[src/common/eas_pkg.sv]
`default_nettype none
package eas_pkg;

	// --------------------------------------------------
	// select byte layout
	// --------------------------------------------------
	localparam int         SEL_TYPE_LSB = 4;
	localparam int         SEL_TYPE_W   = 4;
	localparam int         SEL_CE_LSB   = 1;
	localparam int         SEL_CE_W     = 3;
	localparam int         SEL_RW_BIT   = 0;
	localparam logic [3:0] TYPE_MAIN    = 4'hA;
	localparam logic [3:0] TYPE_IDPAGE  = 4'hB;

	// --------------------------------------------------
	// address byte layout
	// --------------------------------------------------
	localparam int BYTE_W       = 8;
	localparam int BYTE_ADDR_W  = 12;
	localparam int MAIN_HI_W    = 4;
	localparam int ID_ADDR_W    = 5;
	localparam int ID_LOCK_BIT  = 2;

	// --------------------------------------------------
	// bit counter values within one byte slot
	// --------------------------------------------------
	localparam logic [3:0] BIT_FIRST = 4'h0;
	localparam logic [3:0] BIT_LAST  = 4'h7;
	localparam logic [3:0] BIT_ACK   = 4'h8;
	localparam logic [3:0] BIT_STOP  = 4'h1;

	// --------------------------------------------------
	// types
	// --------------------------------------------------
	typedef enum {
		ST_IDLE,
		ST_SELECT,
		ST_ADDR_HI,
		ST_ADDR_LO,
		ST_DATA,
		ST_READ,
		ST_STANDBY
	} eas_state_t;

	typedef struct packed {
		logic                   is_id;
		logic                   rd;
		logic                   lock_cmd;
		logic [BYTE_ADDR_W-1:0] byte_addr;
	} eas_xfer_t;

	typedef struct packed {
		logic scl;
		logic sda;
		logic ce2;
		logic ce1;
		logic ce0;
		logic wp;
	} eas_pins_t;

endpackage
`default_nettype wire

[src/core/eas_slave.sv]
`timescale 1ns/10ps
`default_nettype none
module eas_slave (
	input  wire logic                clk_sys_in,
	input  wire logic                rst_b_in,
	input  wire logic                scl_in,
	input  wire logic                sda_in,
	output logic                     sda_out,
	output logic                     sda_oe_out,
	input  wire logic                chip_enable_strap_2_in,
	input  wire logic                chip_enable_strap_1_in,
	input  wire logic                chip_enable_strap_0_in,
	input  wire logic                write_protect_input_in,
	input  wire logic                write_busy_in,
	output eas_pkg::eas_xfer_t       xfer_out,
	output logic                     addr_valid_out,
	output logic [7:0]               data_out,
	output logic                     data_valid_out,
	output logic                     write_start_out
);
	import eas_pkg::*;

	// --------------------------------------------------
	// pin synchronisation and line events
	// --------------------------------------------------
	eas_pins_t  pins_raw;
	eas_pins_t  pins_s;
	logic       scl_d_reg;
	logic       sda_d_reg;

	assign pins_raw = '{scl: scl_in, sda: sda_in, ce2: chip_enable_strap_2_in,
		ce1: chip_enable_strap_1_in, ce0: chip_enable_strap_0_in, wp: write_protect_input_in};

	eas_sync #(.WIDTH($bits(eas_pins_t))) u_sync (
		.clk_sys_in (clk_sys_in),
		.rst_b_in   (rst_b_in),
		.async_in   (pins_raw),
		.sync_out   (pins_s)
	);

	always_ff @(posedge clk_sys_in or negedge rst_b_in) begin
		if (!rst_b_in) begin
			scl_d_reg <= 1'b0;
			sda_d_reg <= 1'b0;
		end else begin
			scl_d_reg <= pins_s.scl;
			sda_d_reg <= pins_s.sda;
		end
	end

	wire scl_rise  = pins_s.scl && !scl_d_reg;
	wire scl_fall  = !pins_s.scl && scl_d_reg;
	wire scl_high  = pins_s.scl && scl_d_reg;
	wire start_det = scl_high && sda_d_reg && !pins_s.sda;
	wire stop_det  = scl_high && !sda_d_reg && pins_s.sda;
	wire start_ok  = start_det && !write_busy_in;

	// --------------------------------------------------
	// byte shifter
	// --------------------------------------------------
	eas_state_t state_reg;
	eas_state_t state_next;
	logic [7:0] shift_byte;
	logic [3:0] bit_cnt;
	logic       byte_done;
	logic       ack_clk;

	wire receiving = (state_reg == ST_SELECT) || (state_reg == ST_ADDR_HI) ||
		(state_reg == ST_ADDR_LO) || (state_reg == ST_DATA);
	wire sample    = scl_rise && receiving;

	eas_shift u_shift (
		.clk_sys_in    (clk_sys_in),
		.rst_b_in      (rst_b_in),
		.clear_in      (start_ok),
		.sample_in     (sample),
		.bit_in        (pins_s.sda),
		.byte_out      (shift_byte),
		.count_out     (bit_cnt),
		.byte_done_out (byte_done),
		.ack_clk_out   (ack_clk)
	);

	// --------------------------------------------------
	// select and address decode
	// --------------------------------------------------
	wire [SEL_TYPE_W-1:0] sel_type  = shift_byte[SEL_TYPE_LSB +: SEL_TYPE_W];
	wire [SEL_CE_W-1:0]   sel_ce    = shift_byte[SEL_CE_LSB +: SEL_CE_W];
	wire [SEL_CE_W-1:0]   strap_ce  = {pins_s.ce2, pins_s.ce1, pins_s.ce0};
	wire                  type_main = (sel_type == TYPE_MAIN);
	wire                  type_id   = (sel_type == TYPE_IDPAGE);
	wire                  ce_match  = (sel_ce == strap_ce);
	wire                  sel_match = (type_main || type_id) && ce_match;
	wire                  sel_rd    = shift_byte[SEL_RW_BIT];
	wire                  wp_high   = pins_s.wp;

	logic [7:0] addr_hi_reg;
	wire  [BYTE_ADDR_W-1:0] main_addr = {addr_hi_reg[MAIN_HI_W-1:0], shift_byte};
	wire  [BYTE_ADDR_W-1:0] id_addr   = {{(BYTE_ADDR_W-ID_ADDR_W){1'b0}}, shift_byte[ID_ADDR_W-1:0]};

	// --------------------------------------------------
	// acknowledge decision
	// --------------------------------------------------
	logic ack_want;
	always_comb begin
		ack_want = 1'b0;
		if (byte_done) begin
			case (state_reg)
				ST_SELECT: begin
					ack_want = sel_match;
				end
				ST_ADDR_HI, ST_ADDR_LO: begin
					ack_want = 1'b1;
				end
				ST_DATA: begin
					ack_want = !wp_high;
				end
				default: begin
					ack_want = 1'b0;
				end
			endcase
		end
	end

	// --------------------------------------------------
	// state machine
	// --------------------------------------------------
	always_comb begin
		state_next = state_reg;
		if (write_busy_in) begin
			state_next = ST_IDLE;
		end else if (start_det) begin
			state_next = ST_SELECT;
		end else if (stop_det) begin
			state_next = ST_IDLE;
		end else if (byte_done) begin
			case (state_reg)
				ST_SELECT: begin
					if (!sel_match) begin
						state_next = ST_STANDBY;
					end else if (sel_rd) begin
						state_next = ST_READ;
					end else begin
						state_next = ST_ADDR_HI;
					end
				end
				ST_ADDR_HI: begin
					state_next = ST_ADDR_LO;
				end
				ST_ADDR_LO: begin
					state_next = ST_DATA;
				end
				default: begin
					state_next = state_reg;
				end
			endcase
		end
	end

	// --------------------------------------------------
	// registers
	// --------------------------------------------------
	logic      ack_pend_reg;
	logic      sda_oe_reg;
	logic      data_seen_reg;
	eas_xfer_t xfer_reg;
	logic      addr_valid_reg;
	logic [7:0] data_reg;
	logic      data_valid_reg;
	logic      write_start_reg;

	wire line_reset   = write_busy_in || start_det || stop_det;
	wire write_commit = stop_det && (state_reg == ST_DATA) && data_seen_reg &&
		(bit_cnt == BIT_STOP) && !wp_high && !write_busy_in;

	always_ff @(posedge clk_sys_in or negedge rst_b_in) begin
		if (!rst_b_in) begin
			state_reg <= ST_IDLE;
		end else begin
			state_reg <= state_next;
		end
	end

	// open-drain drive: low through the ninth clock only
	always_ff @(posedge clk_sys_in or negedge rst_b_in) begin
		if (!rst_b_in) begin
			ack_pend_reg <= 1'b0;
			sda_oe_reg   <= 1'b0;
		end else if (line_reset) begin
			ack_pend_reg <= 1'b0;
			sda_oe_reg   <= 1'b0;
		end else if (byte_done) begin
			ack_pend_reg <= ack_want;
		end else if (scl_fall && ack_pend_reg) begin
			ack_pend_reg <= 1'b0;
			sda_oe_reg   <= 1'b1;
		end else if (scl_fall) begin
			sda_oe_reg   <= 1'b0;
		end
	end

	always_ff @(posedge clk_sys_in or negedge rst_b_in) begin
		if (!rst_b_in) begin
			addr_hi_reg <= 8'h00;
			xfer_reg    <= '0;
		end else if (byte_done && (state_reg == ST_SELECT) && sel_match) begin
			xfer_reg.is_id <= type_id;
			xfer_reg.rd    <= sel_rd;
		end else if (byte_done && (state_reg == ST_ADDR_HI)) begin
			addr_hi_reg <= shift_byte;
		end else if (byte_done && (state_reg == ST_ADDR_LO)) begin
			xfer_reg.byte_addr <= xfer_reg.is_id ? id_addr : main_addr;
			xfer_reg.lock_cmd  <= xfer_reg.is_id && addr_hi_reg[ID_LOCK_BIT];
		end
	end

	always_ff @(posedge clk_sys_in or negedge rst_b_in) begin
		if (!rst_b_in) begin
			addr_valid_reg  <= 1'b0;
			data_reg        <= 8'h00;
			data_valid_reg  <= 1'b0;
			data_seen_reg   <= 1'b0;
			write_start_reg <= 1'b0;
		end else begin
			addr_valid_reg  <= byte_done && (state_reg == ST_ADDR_LO) && !line_reset;
			data_valid_reg  <= byte_done && (state_reg == ST_DATA) && !wp_high && !line_reset;
			write_start_reg <= write_commit;
			if (byte_done && (state_reg == ST_DATA)) begin
				data_reg <= shift_byte;
			end
			if (line_reset) begin
				data_seen_reg <= 1'b0;
			end else if (byte_done && (state_reg == ST_DATA) && !wp_high) begin
				data_seen_reg <= 1'b1;
			end
		end
	end

	// --------------------------------------------------
	// outputs
	// --------------------------------------------------
	assign sda_out         = 1'b0;
	assign sda_oe_out      = sda_oe_reg;
	assign xfer_out        = xfer_reg;
	assign addr_valid_out  = addr_valid_reg;
	assign data_out        = data_reg;
	assign data_valid_out  = data_valid_reg;
	assign write_start_out = write_start_reg;

	// --------------------------------------------------
	// assertions
	// --------------------------------------------------
	property p_only_low_drive;
		@(posedge clk_sys_in) disable iff (!rst_b_in)
		sda_oe_out |-> (sda_out == 1'b0) && (state_reg != ST_IDLE) && (state_reg != ST_READ || xfer_reg.rd);
	endproperty
	a_only_low_drive: assert property (p_only_low_drive) else $error("sda driven outside a transfer");

	property p_start_to_select;
		@(posedge clk_sys_in) disable iff (!rst_b_in)
		(start_det && !write_busy_in) |=> (state_reg == ST_SELECT) && (bit_cnt == BIT_FIRST);
	endproperty
	a_start_to_select: assert property (p_start_to_select) else $error("start not taken");

	property p_busy_ignores;
		@(posedge clk_sys_in) disable iff (!rst_b_in)
		write_busy_in |=> (state_reg == ST_IDLE) && !sda_oe_out;
	endproperty
	a_busy_ignores: assert property (p_busy_ignores) else $error("bus answered during write cycle");

	property p_stop_idle;
		@(posedge clk_sys_in) disable iff (!rst_b_in)
		stop_det && !start_det |=> (state_reg == ST_IDLE) && !sda_oe_out && !ack_pend_reg;
	endproperty
	a_stop_idle: assert property (p_stop_idle) else $error("stop did not return to idle");

	property p_write_trigger;
		@(posedge clk_sys_in) disable iff (!rst_b_in)
		write_start_out |-> $past(stop_det) && ($past(state_reg) == ST_DATA) && $past(data_seen_reg);
	endproperty
	a_write_trigger: assert property (p_write_trigger) else $error("write cycle started without data stop");

	property p_ack_slot;
		@(posedge clk_sys_in) disable iff (!rst_b_in)
		$rose(sda_oe_out) |-> $past(scl_fall) && (bit_cnt == BIT_ACK) ##1 sda_oe_out [*2];
	endproperty
	a_ack_slot: assert property (p_ack_slot) else $error("ack drive outside ninth bit");

	property p_ack_held;
		@(posedge clk_sys_in) disable iff (!rst_b_in) ack_clk && (state_reg inside {ST_ADDR_HI, ST_ADDR_LO}) |-> sda_oe_out;
	endproperty
	a_ack_held: assert property (p_ack_held) else $error("ack released before ninth clock ended");

	property p_mismatch_standby;
		@(posedge clk_sys_in) disable iff (!rst_b_in)
		byte_done && (state_reg == ST_SELECT) && !ce_match && !line_reset |=> (state_reg == ST_STANDBY) && !ack_pend_reg;
	endproperty
	a_mismatch_standby: assert property (p_mismatch_standby) else $error("mismatched select not ignored");

	property p_addr_ack;
		@(posedge clk_sys_in) disable iff (!rst_b_in)
		byte_done && (state_reg == ST_ADDR_HI) && !line_reset |=> (state_reg == ST_ADDR_LO) && ack_pend_reg;
	endproperty
	a_addr_ack: assert property (p_addr_ack) else $error("high address byte not acked");

	property p_id_addr;
		@(posedge clk_sys_in) disable iff (!rst_b_in)
		addr_valid_out && xfer_out.is_id |-> (xfer_out.byte_addr[BYTE_ADDR_W-1:ID_ADDR_W] == '0);
	endproperty
	a_id_addr: assert property (p_id_addr) else $error("id page address wider than five bits");

	property p_wp_nack;
		@(posedge clk_sys_in) disable iff (!rst_b_in)
		byte_done && (state_reg == ST_DATA) && wp_high |=> !ack_pend_reg && !data_valid_out;
	endproperty
	a_wp_nack: assert property (p_wp_nack) else $error("data acked while write protected");

endmodule // eas_slave
`default_nettype wire

[src/core/eas_sync.sv]
`timescale 1ns/10ps
`default_nettype none
module eas_sync #(
	parameter int WIDTH = 1
) (
	input  wire logic             clk_sys_in,
	input  wire logic             rst_b_in,
	input  wire logic [WIDTH-1:0] async_in,
	output logic      [WIDTH-1:0] sync_out
);

	logic [WIDTH-1:0] meta_reg;
	logic [WIDTH-1:0] sync_reg;

	// --------------------------------------------------
	// two flip-flop synchroniser
	// --------------------------------------------------
	always_ff @(posedge clk_sys_in or negedge rst_b_in) begin
		if (!rst_b_in) begin
			meta_reg <= '0;
			sync_reg <= '0;
		end else begin
			meta_reg <= async_in;
			sync_reg <= meta_reg;
		end
	end

	assign sync_out = sync_reg;

endmodule // eas_sync
`default_nettype wire

[src/core/eas_shift.sv]
`timescale 1ns/10ps
`default_nettype none
module eas_shift (
	input  wire logic       clk_sys_in,
	input  wire logic       rst_b_in,
	input  wire logic       clear_in,
	input  wire logic       sample_in,
	input  wire logic       bit_in,
	output logic      [7:0] byte_out,
	output logic      [3:0] count_out,
	output logic            byte_done_out,
	output logic            ack_clk_out
);
	import eas_pkg::*;

	logic [7:0] byte_reg;
	logic [3:0] cnt_reg;
	logic       done_reg;
	logic       ack_reg;
	wire        at_ack = (cnt_reg == BIT_ACK);

	// --------------------------------------------------
	// msb-first shifter with ninth clock slot
	// --------------------------------------------------
	always_ff @(posedge clk_sys_in or negedge rst_b_in) begin
		if (!rst_b_in) begin
			byte_reg <= 8'h00;
			cnt_reg  <= BIT_FIRST;
			done_reg <= 1'b0;
			ack_reg  <= 1'b0;
		end else begin
			done_reg <= sample_in && !clear_in && (cnt_reg == BIT_LAST);
			ack_reg  <= sample_in && !clear_in && at_ack;
			if (clear_in) begin
				cnt_reg <= BIT_FIRST;
			end else if (sample_in && at_ack) begin
				cnt_reg <= BIT_FIRST;
			end else if (sample_in) begin
				byte_reg <= {byte_reg[6:0], bit_in};
				cnt_reg  <= cnt_reg + 4'h1;
			end
		end
	end

	assign byte_out      = byte_reg;
	assign count_out     = cnt_reg;
	assign byte_done_out = done_reg;
	assign ack_clk_out   = ack_reg;

endmodule // eas_shift
`default_nettype wire

[config.mk]
export PLATFORM = sky130hd
export DESIGN_NAME = eas_slave
export DESIGN_NICKNAME = d
export VERILOG_FILES = /design/src/common/eas_pkg.sv /design/src/core/eas_slave.sv /design/src/core/eas_sync.sv /design/src/core/eas_shift.sv
export SDC_FILE = /design/constraint.sdc
export NUM_CORES = 1
export LEC_CHECK = 0
export ABC_CLOCK_PERIOD_IN_PS = 1800
export BUFFER_PORTS_ARGS = -buffer_cell sky130_fd_sc_hd__buf_2
export CAP_MARGIN = 10
export CORE_ASPECT_RATIO = 0.5
export CORE_MARGIN = 1.5
export CORE_UTILIZATION = 50
export DETAILED_ROUTE_END_ITERATION = 16
export PLACE_DENSITY_LB_ADDON = 0.12
export SETUP_SLACK_MARGIN = 0.15
export SLEW_MARGIN = 10
export SYNTH_ARGS = -nofsm -noshare
export SYNTH_HDL_FRONTEND = slang
export SYNTH_SLANG_ARGS = --single-unit
[constraint.sdc]
create_clock -name clk_sys_in -period 1.8 [get_ports clk_sys_in]
set_clock_uncertainty 0.15 [all_clocks]
set_input_delay 0.09 -clock clk_sys_in [delete_from_list [all_inputs] [get_ports clk_sys_in]]
set_output_delay 0.09 -clock clk_sys_in [all_outputs]
set_load 0.01 [all_outputs]
==> Implementation_results.wiki <==
{| class="wikitable"
! Metric !! Value
|-
| Synth Area per Inst || approximately 13 um2
|-
| Number of nets at the end of the flow || about 290
|-
| All-layer global routing usage || approximately a fifth
|-
| Number of antenna violations at the first check in global routing || 0
|-
| Launch point of the critical path || state_reg[2]
|-
| Average routed wire per standard cell || 16.0 um
|-
| Clock period minus final worst setup slack || between 1.5 and 2 ns
|-
| Number of violations reported at the end of detailed-routing iteration 0 || 48
|-
| Placeable Area || ~5000 um2
|-
| Final weighted congestion in routability-driven placement || between 0.8 and 0.9
|-
| Cell Area, Placed || 3060 um2
|-
| Pre-CTS setup slack || between 0.03 and 0.04 ns
|-
| Final instance count without filler cells || about 350
|-
| Xor and xnor area share after synthesis || between 1.5 and 2%
|-
| Number of enable-type register cells in the synthesized netlist || 0
|-
| Maximum clock frequency || around 560 MHz
|-
| Mux share of post-synthesis cell area || between 10% and 20%
|-
| Wire length after detailed routing || 5.66 mm
|-
| Top flip-flop cell by instance count after synthesis || sky130_fd_sc_hd__dfrtp_1
|-
| Endpoint class of the critical path || flop
|-
| Cell area after layout || between 3000 and 4000 um2
|-
| R2r startpoint || state_reg[2]
|-
| TNS Setup || 0 ns
|-
| Clock tree root buffer cell || sky130_fd_sc_hd__clkbuf_8
|-
| ANT nets after route || 0
|-
| CTS tree || yes
|-
| Filler Cell Count || between 300 and 400
|-
| Via/cell ratio || roughly 5.2
|-
| Slack of the worst reg-to-reg path || roughly 0.023 ns
|-
| Maximum number of pins on one net before global-route repair || 64
|-
| # DRC || 0
|-
| Maximum level of the CTS H-tree || 3
|-
| HPWL after detailed placement || approximately 3.5 mm
|-
| Vias || approximately 1800
|-
| Drt pass-1 iters || 4
|-
| Pwr per Cell Area || between 900 and 1000 nW/um2
|-
| Fraction of final layout cells with drive strength greater than 1 || approximately 48%
|-
| Number of failing hold endpoints at the final stage || 0
|-
| Number of top-level pins || 37
|-
| Number of flip-flops under the largest register name || 15
|-
| Total global routing overflow || 0
|-
| Final core utilization || roughly three quarters
|-
| Required time at the endpoint of the critical path || about 1.9 ns
|-
| Synthesis-stage register bit count || 63
|-
| Run status || finished, final reports clean
|-
| Max-cap violation count || 0
|-
| Path class of the lowest-slack min-delay path || input pin to async pin
|-
| Largest buffer count on any clock path || 2
|-
| Number of CTS-inserted buffers || 9
|-
| Startpoint type of the worst setup path || flop
|-
| Final cycle utilization of the critical path || 98.7%
|-
| Final Slew Violations || 0
|-
| Number of setup violations in the final report || 0
|-
| Setup repair after global routing missed its margin || true
|-
| Compound-cell area share of the yosys netlist || 7.43%
|-
| Die area || 5760 um2
|-
| Number of clock sinks seen by CTS || between 60 and 70
|-
| Leakage power || about 1.8 nW
|-
| Fin Hold WS || about 0.14 ns
|-
| Number of library cell types mapped by synthesis || 45
|-
| Simple-gate area share of the yosys netlist || 14.5%
|-
| Initial cell density of the core || a little over half
|-
| Asr flop ratio synth || 100%
|-
| Row Count || 18
|-
| Y dimension of the die || approximately 54 um
|-
| Clock latency reported for the late side of the worst-skew pair || roughly 0.34 ns
|-
| Fraction of the yosys area taken by sequential cells || approximately three fifths
|-
| Crit path arrival time || roughly 1.9 ns
|-
| Instance count after placement with tap cells included || about 320
|-
| Main area contributors after synthesis || sky130_fd_sc_hd__dfrtp_1 60%, sky130_fd_sc_hd__mux2_2 8.1%, sky130_fd_sc_hd__mux2_4 4.5%, sky130_fd_sc_hd__nand2_1 2.1%, sky130_fd_sc_hd__o21ai_0 2.1%
|-
| Antenna diode instance count || 0
|-
| Cell type with the largest total area after synthesis || sky130_fd_sc_hd__dfrtp_1
|-
| Die boundary width || about 110 um
|-
| Vias in the first global route || ~1700
|-
| Type of the worst setup path || flop to flop
|-
| Number of cells produced by synthesis || about 200
|-
| Reg clk slew, reported paths || ~0.070 ns
|-
| Global-route wire length before repair || 8.35 mm
|-
| Synthesized area || ~2600 um2
|-
| PortBufs || 35
|-
| Worst setup margin || 0.0229 ns
|-
| Maximum vdd ir drop || 631 uV
|-
| Post-Synth Adder-Cell Area || roughly 1.4%
|-
| Synthesis-to-layout area growth || 38.3%
|-
| PnR Total Power || roughly 3.6 mW
|-
| Number of synthesis warnings || 0
|-
| Number of nets in the synthesized netlist || roughly 210
|-
| Combinational family with the most area after synthesis || simple AND/OR/NAND/NOR gates
|-
| Crit Path Max Fanout || 4
|-
| Area share of the leading cell type in the synthesized netlist || about three fifths
|}
worst paths after layout:
kind	cells past startpoint	to
setup / recovery	4	addr_hi_reg[2]
hold / removal	3	data_seen_reg
setup reg to reg	4	addr_hi_reg[2]
hold reg to reg	0	u_sync.sync_out[5]
max in group asynchronous	3	state_reg[1]
min in group clk_sys_in	0	u_sync.sync_out[5]
synthesized netlist by cell type, types with 3 or more instances:
library cell	number
sky130_fd_sc_hd__a21oi_1	4
sky130_fd_sc_hd__and4b_1	3
sky130_fd_sc_hd__buf_2	3
sky130_fd_sc_hd__clkbuf_1	3
sky130_fd_sc_hd__dfrtp_1	63
sky130_fd_sc_hd__ha_1	3
sky130_fd_sc_hd__inv_1	4
sky130_fd_sc_hd__mux2_2	19
sky130_fd_sc_hd__mux2_4	8
sky130_fd_sc_hd__nand2_1	15
sky130_fd_sc_hd__nand2b_1	8
sky130_fd_sc_hd__nand3_1	4
sky130_fd_sc_hd__nand3b_1	3
sky130_fd_sc_hd__nor2_1	4
sky130_fd_sc_hd__nor3_1	6
sky130_fd_sc_hd__o21ai_0	11
sky130_fd_sc_hd__xnor2_1	3
layout by cell type, fill, tap and decap left out, types with 3 or more instances in the layout:
cell type / instances
sky130_fd_sc_hd__dfrtp_1: 62
sky130_fd_sc_hd__buf_2: 35
sky130_fd_sc_hd__mux2_4: 22
sky130_fd_sc_hd__buf_4: 22
sky130_fd_sc_hd__nand2_1: 14
sky130_fd_sc_hd__buf_6: 10
sky130_fd_sc_hd__o21ai_0: 9
sky130_fd_sc_hd__clkbuf_8: 9
sky130_fd_sc_hd__nand2b_1: 8
sky130_fd_sc_hd__dlygate4sd3_1: 8
sky130_fd_sc_hd__mux2_2: 5
sky130_fd_sc_hd__inv_1: 3
sky130_fd_sc_hd__nand3_1: 3
sky130_fd_sc_hd__nor2_1: 3
sky130_fd_sc_hd__and4b_1: 3
sky130_fd_sc_hd__xnor2_1: 3
sky130_fd_sc_hd__nand3b_1: 3
sky130_fd_sc_hd__a21oi_1: 3
sky130_fd_sc_hd__nor3_1: 3
sky130_fd_sc_hd__ha_1: 3
sky130_fd_sc_hd__clkinv_2: 3
report_power, final:
part           internal, mW  switching, mW
registers              1.54          0.139
logic                 0.345          0.321
clock network         0.756          0.522
final cells by class:
type,instances,area (um2),area share [%]
Timing Repair Buffer,78,598,16.4
Tap cell,70,87.6,2.39
Clock buffer,9,124,3.39
Multi-Input combinational cell,125,1180,32.3
Sequential cell,63,1580,43.1
Inverter,4,15.0,0.411
Clock inverter,5,75.1,2.05
routing by layer:
layer	routed length (um)	up-vias	global-route usage (%)
met2	2590	43	32.1
met3	225	12	6.79
met1	2780	914	26.5
met4	55	0	6.76
li1	-	877	-
met5	0	-	0
worst max-delay path: stages, from the launching register on:
cell and delay [ns]:
sky130_fd_sc_hd__dfrtp_1 0.42, sky130_fd_sc_hd__buf_6 0.15, sky130_fd_sc_hd__or2b_4 0.27, sky130_fd_sc_hd__nor3_4 0.34
sky130_fd_sc_hd__mux2_4 0.33
repair_timing:
item	CTS	global route
cloned	1	1
buffers inserted	6	6
setup endpoints to repair	23	38
resized for setup	8	39
pin swaps	3	11
hold endpoints to repair	75	0
hold buffers	8	0
logic make-up after synthesis:
family                     count (synthesis)
DFF                                       63
and+or+nand+nor                           59
AOI/OAI and AO/OA                         28
muxes                                     28
buffers and inverters                     12
xor gates and xnor gates                   5
adders and majority gates                  3
other                                      1
Note: power is estimated with default switching activity, not from simulation.
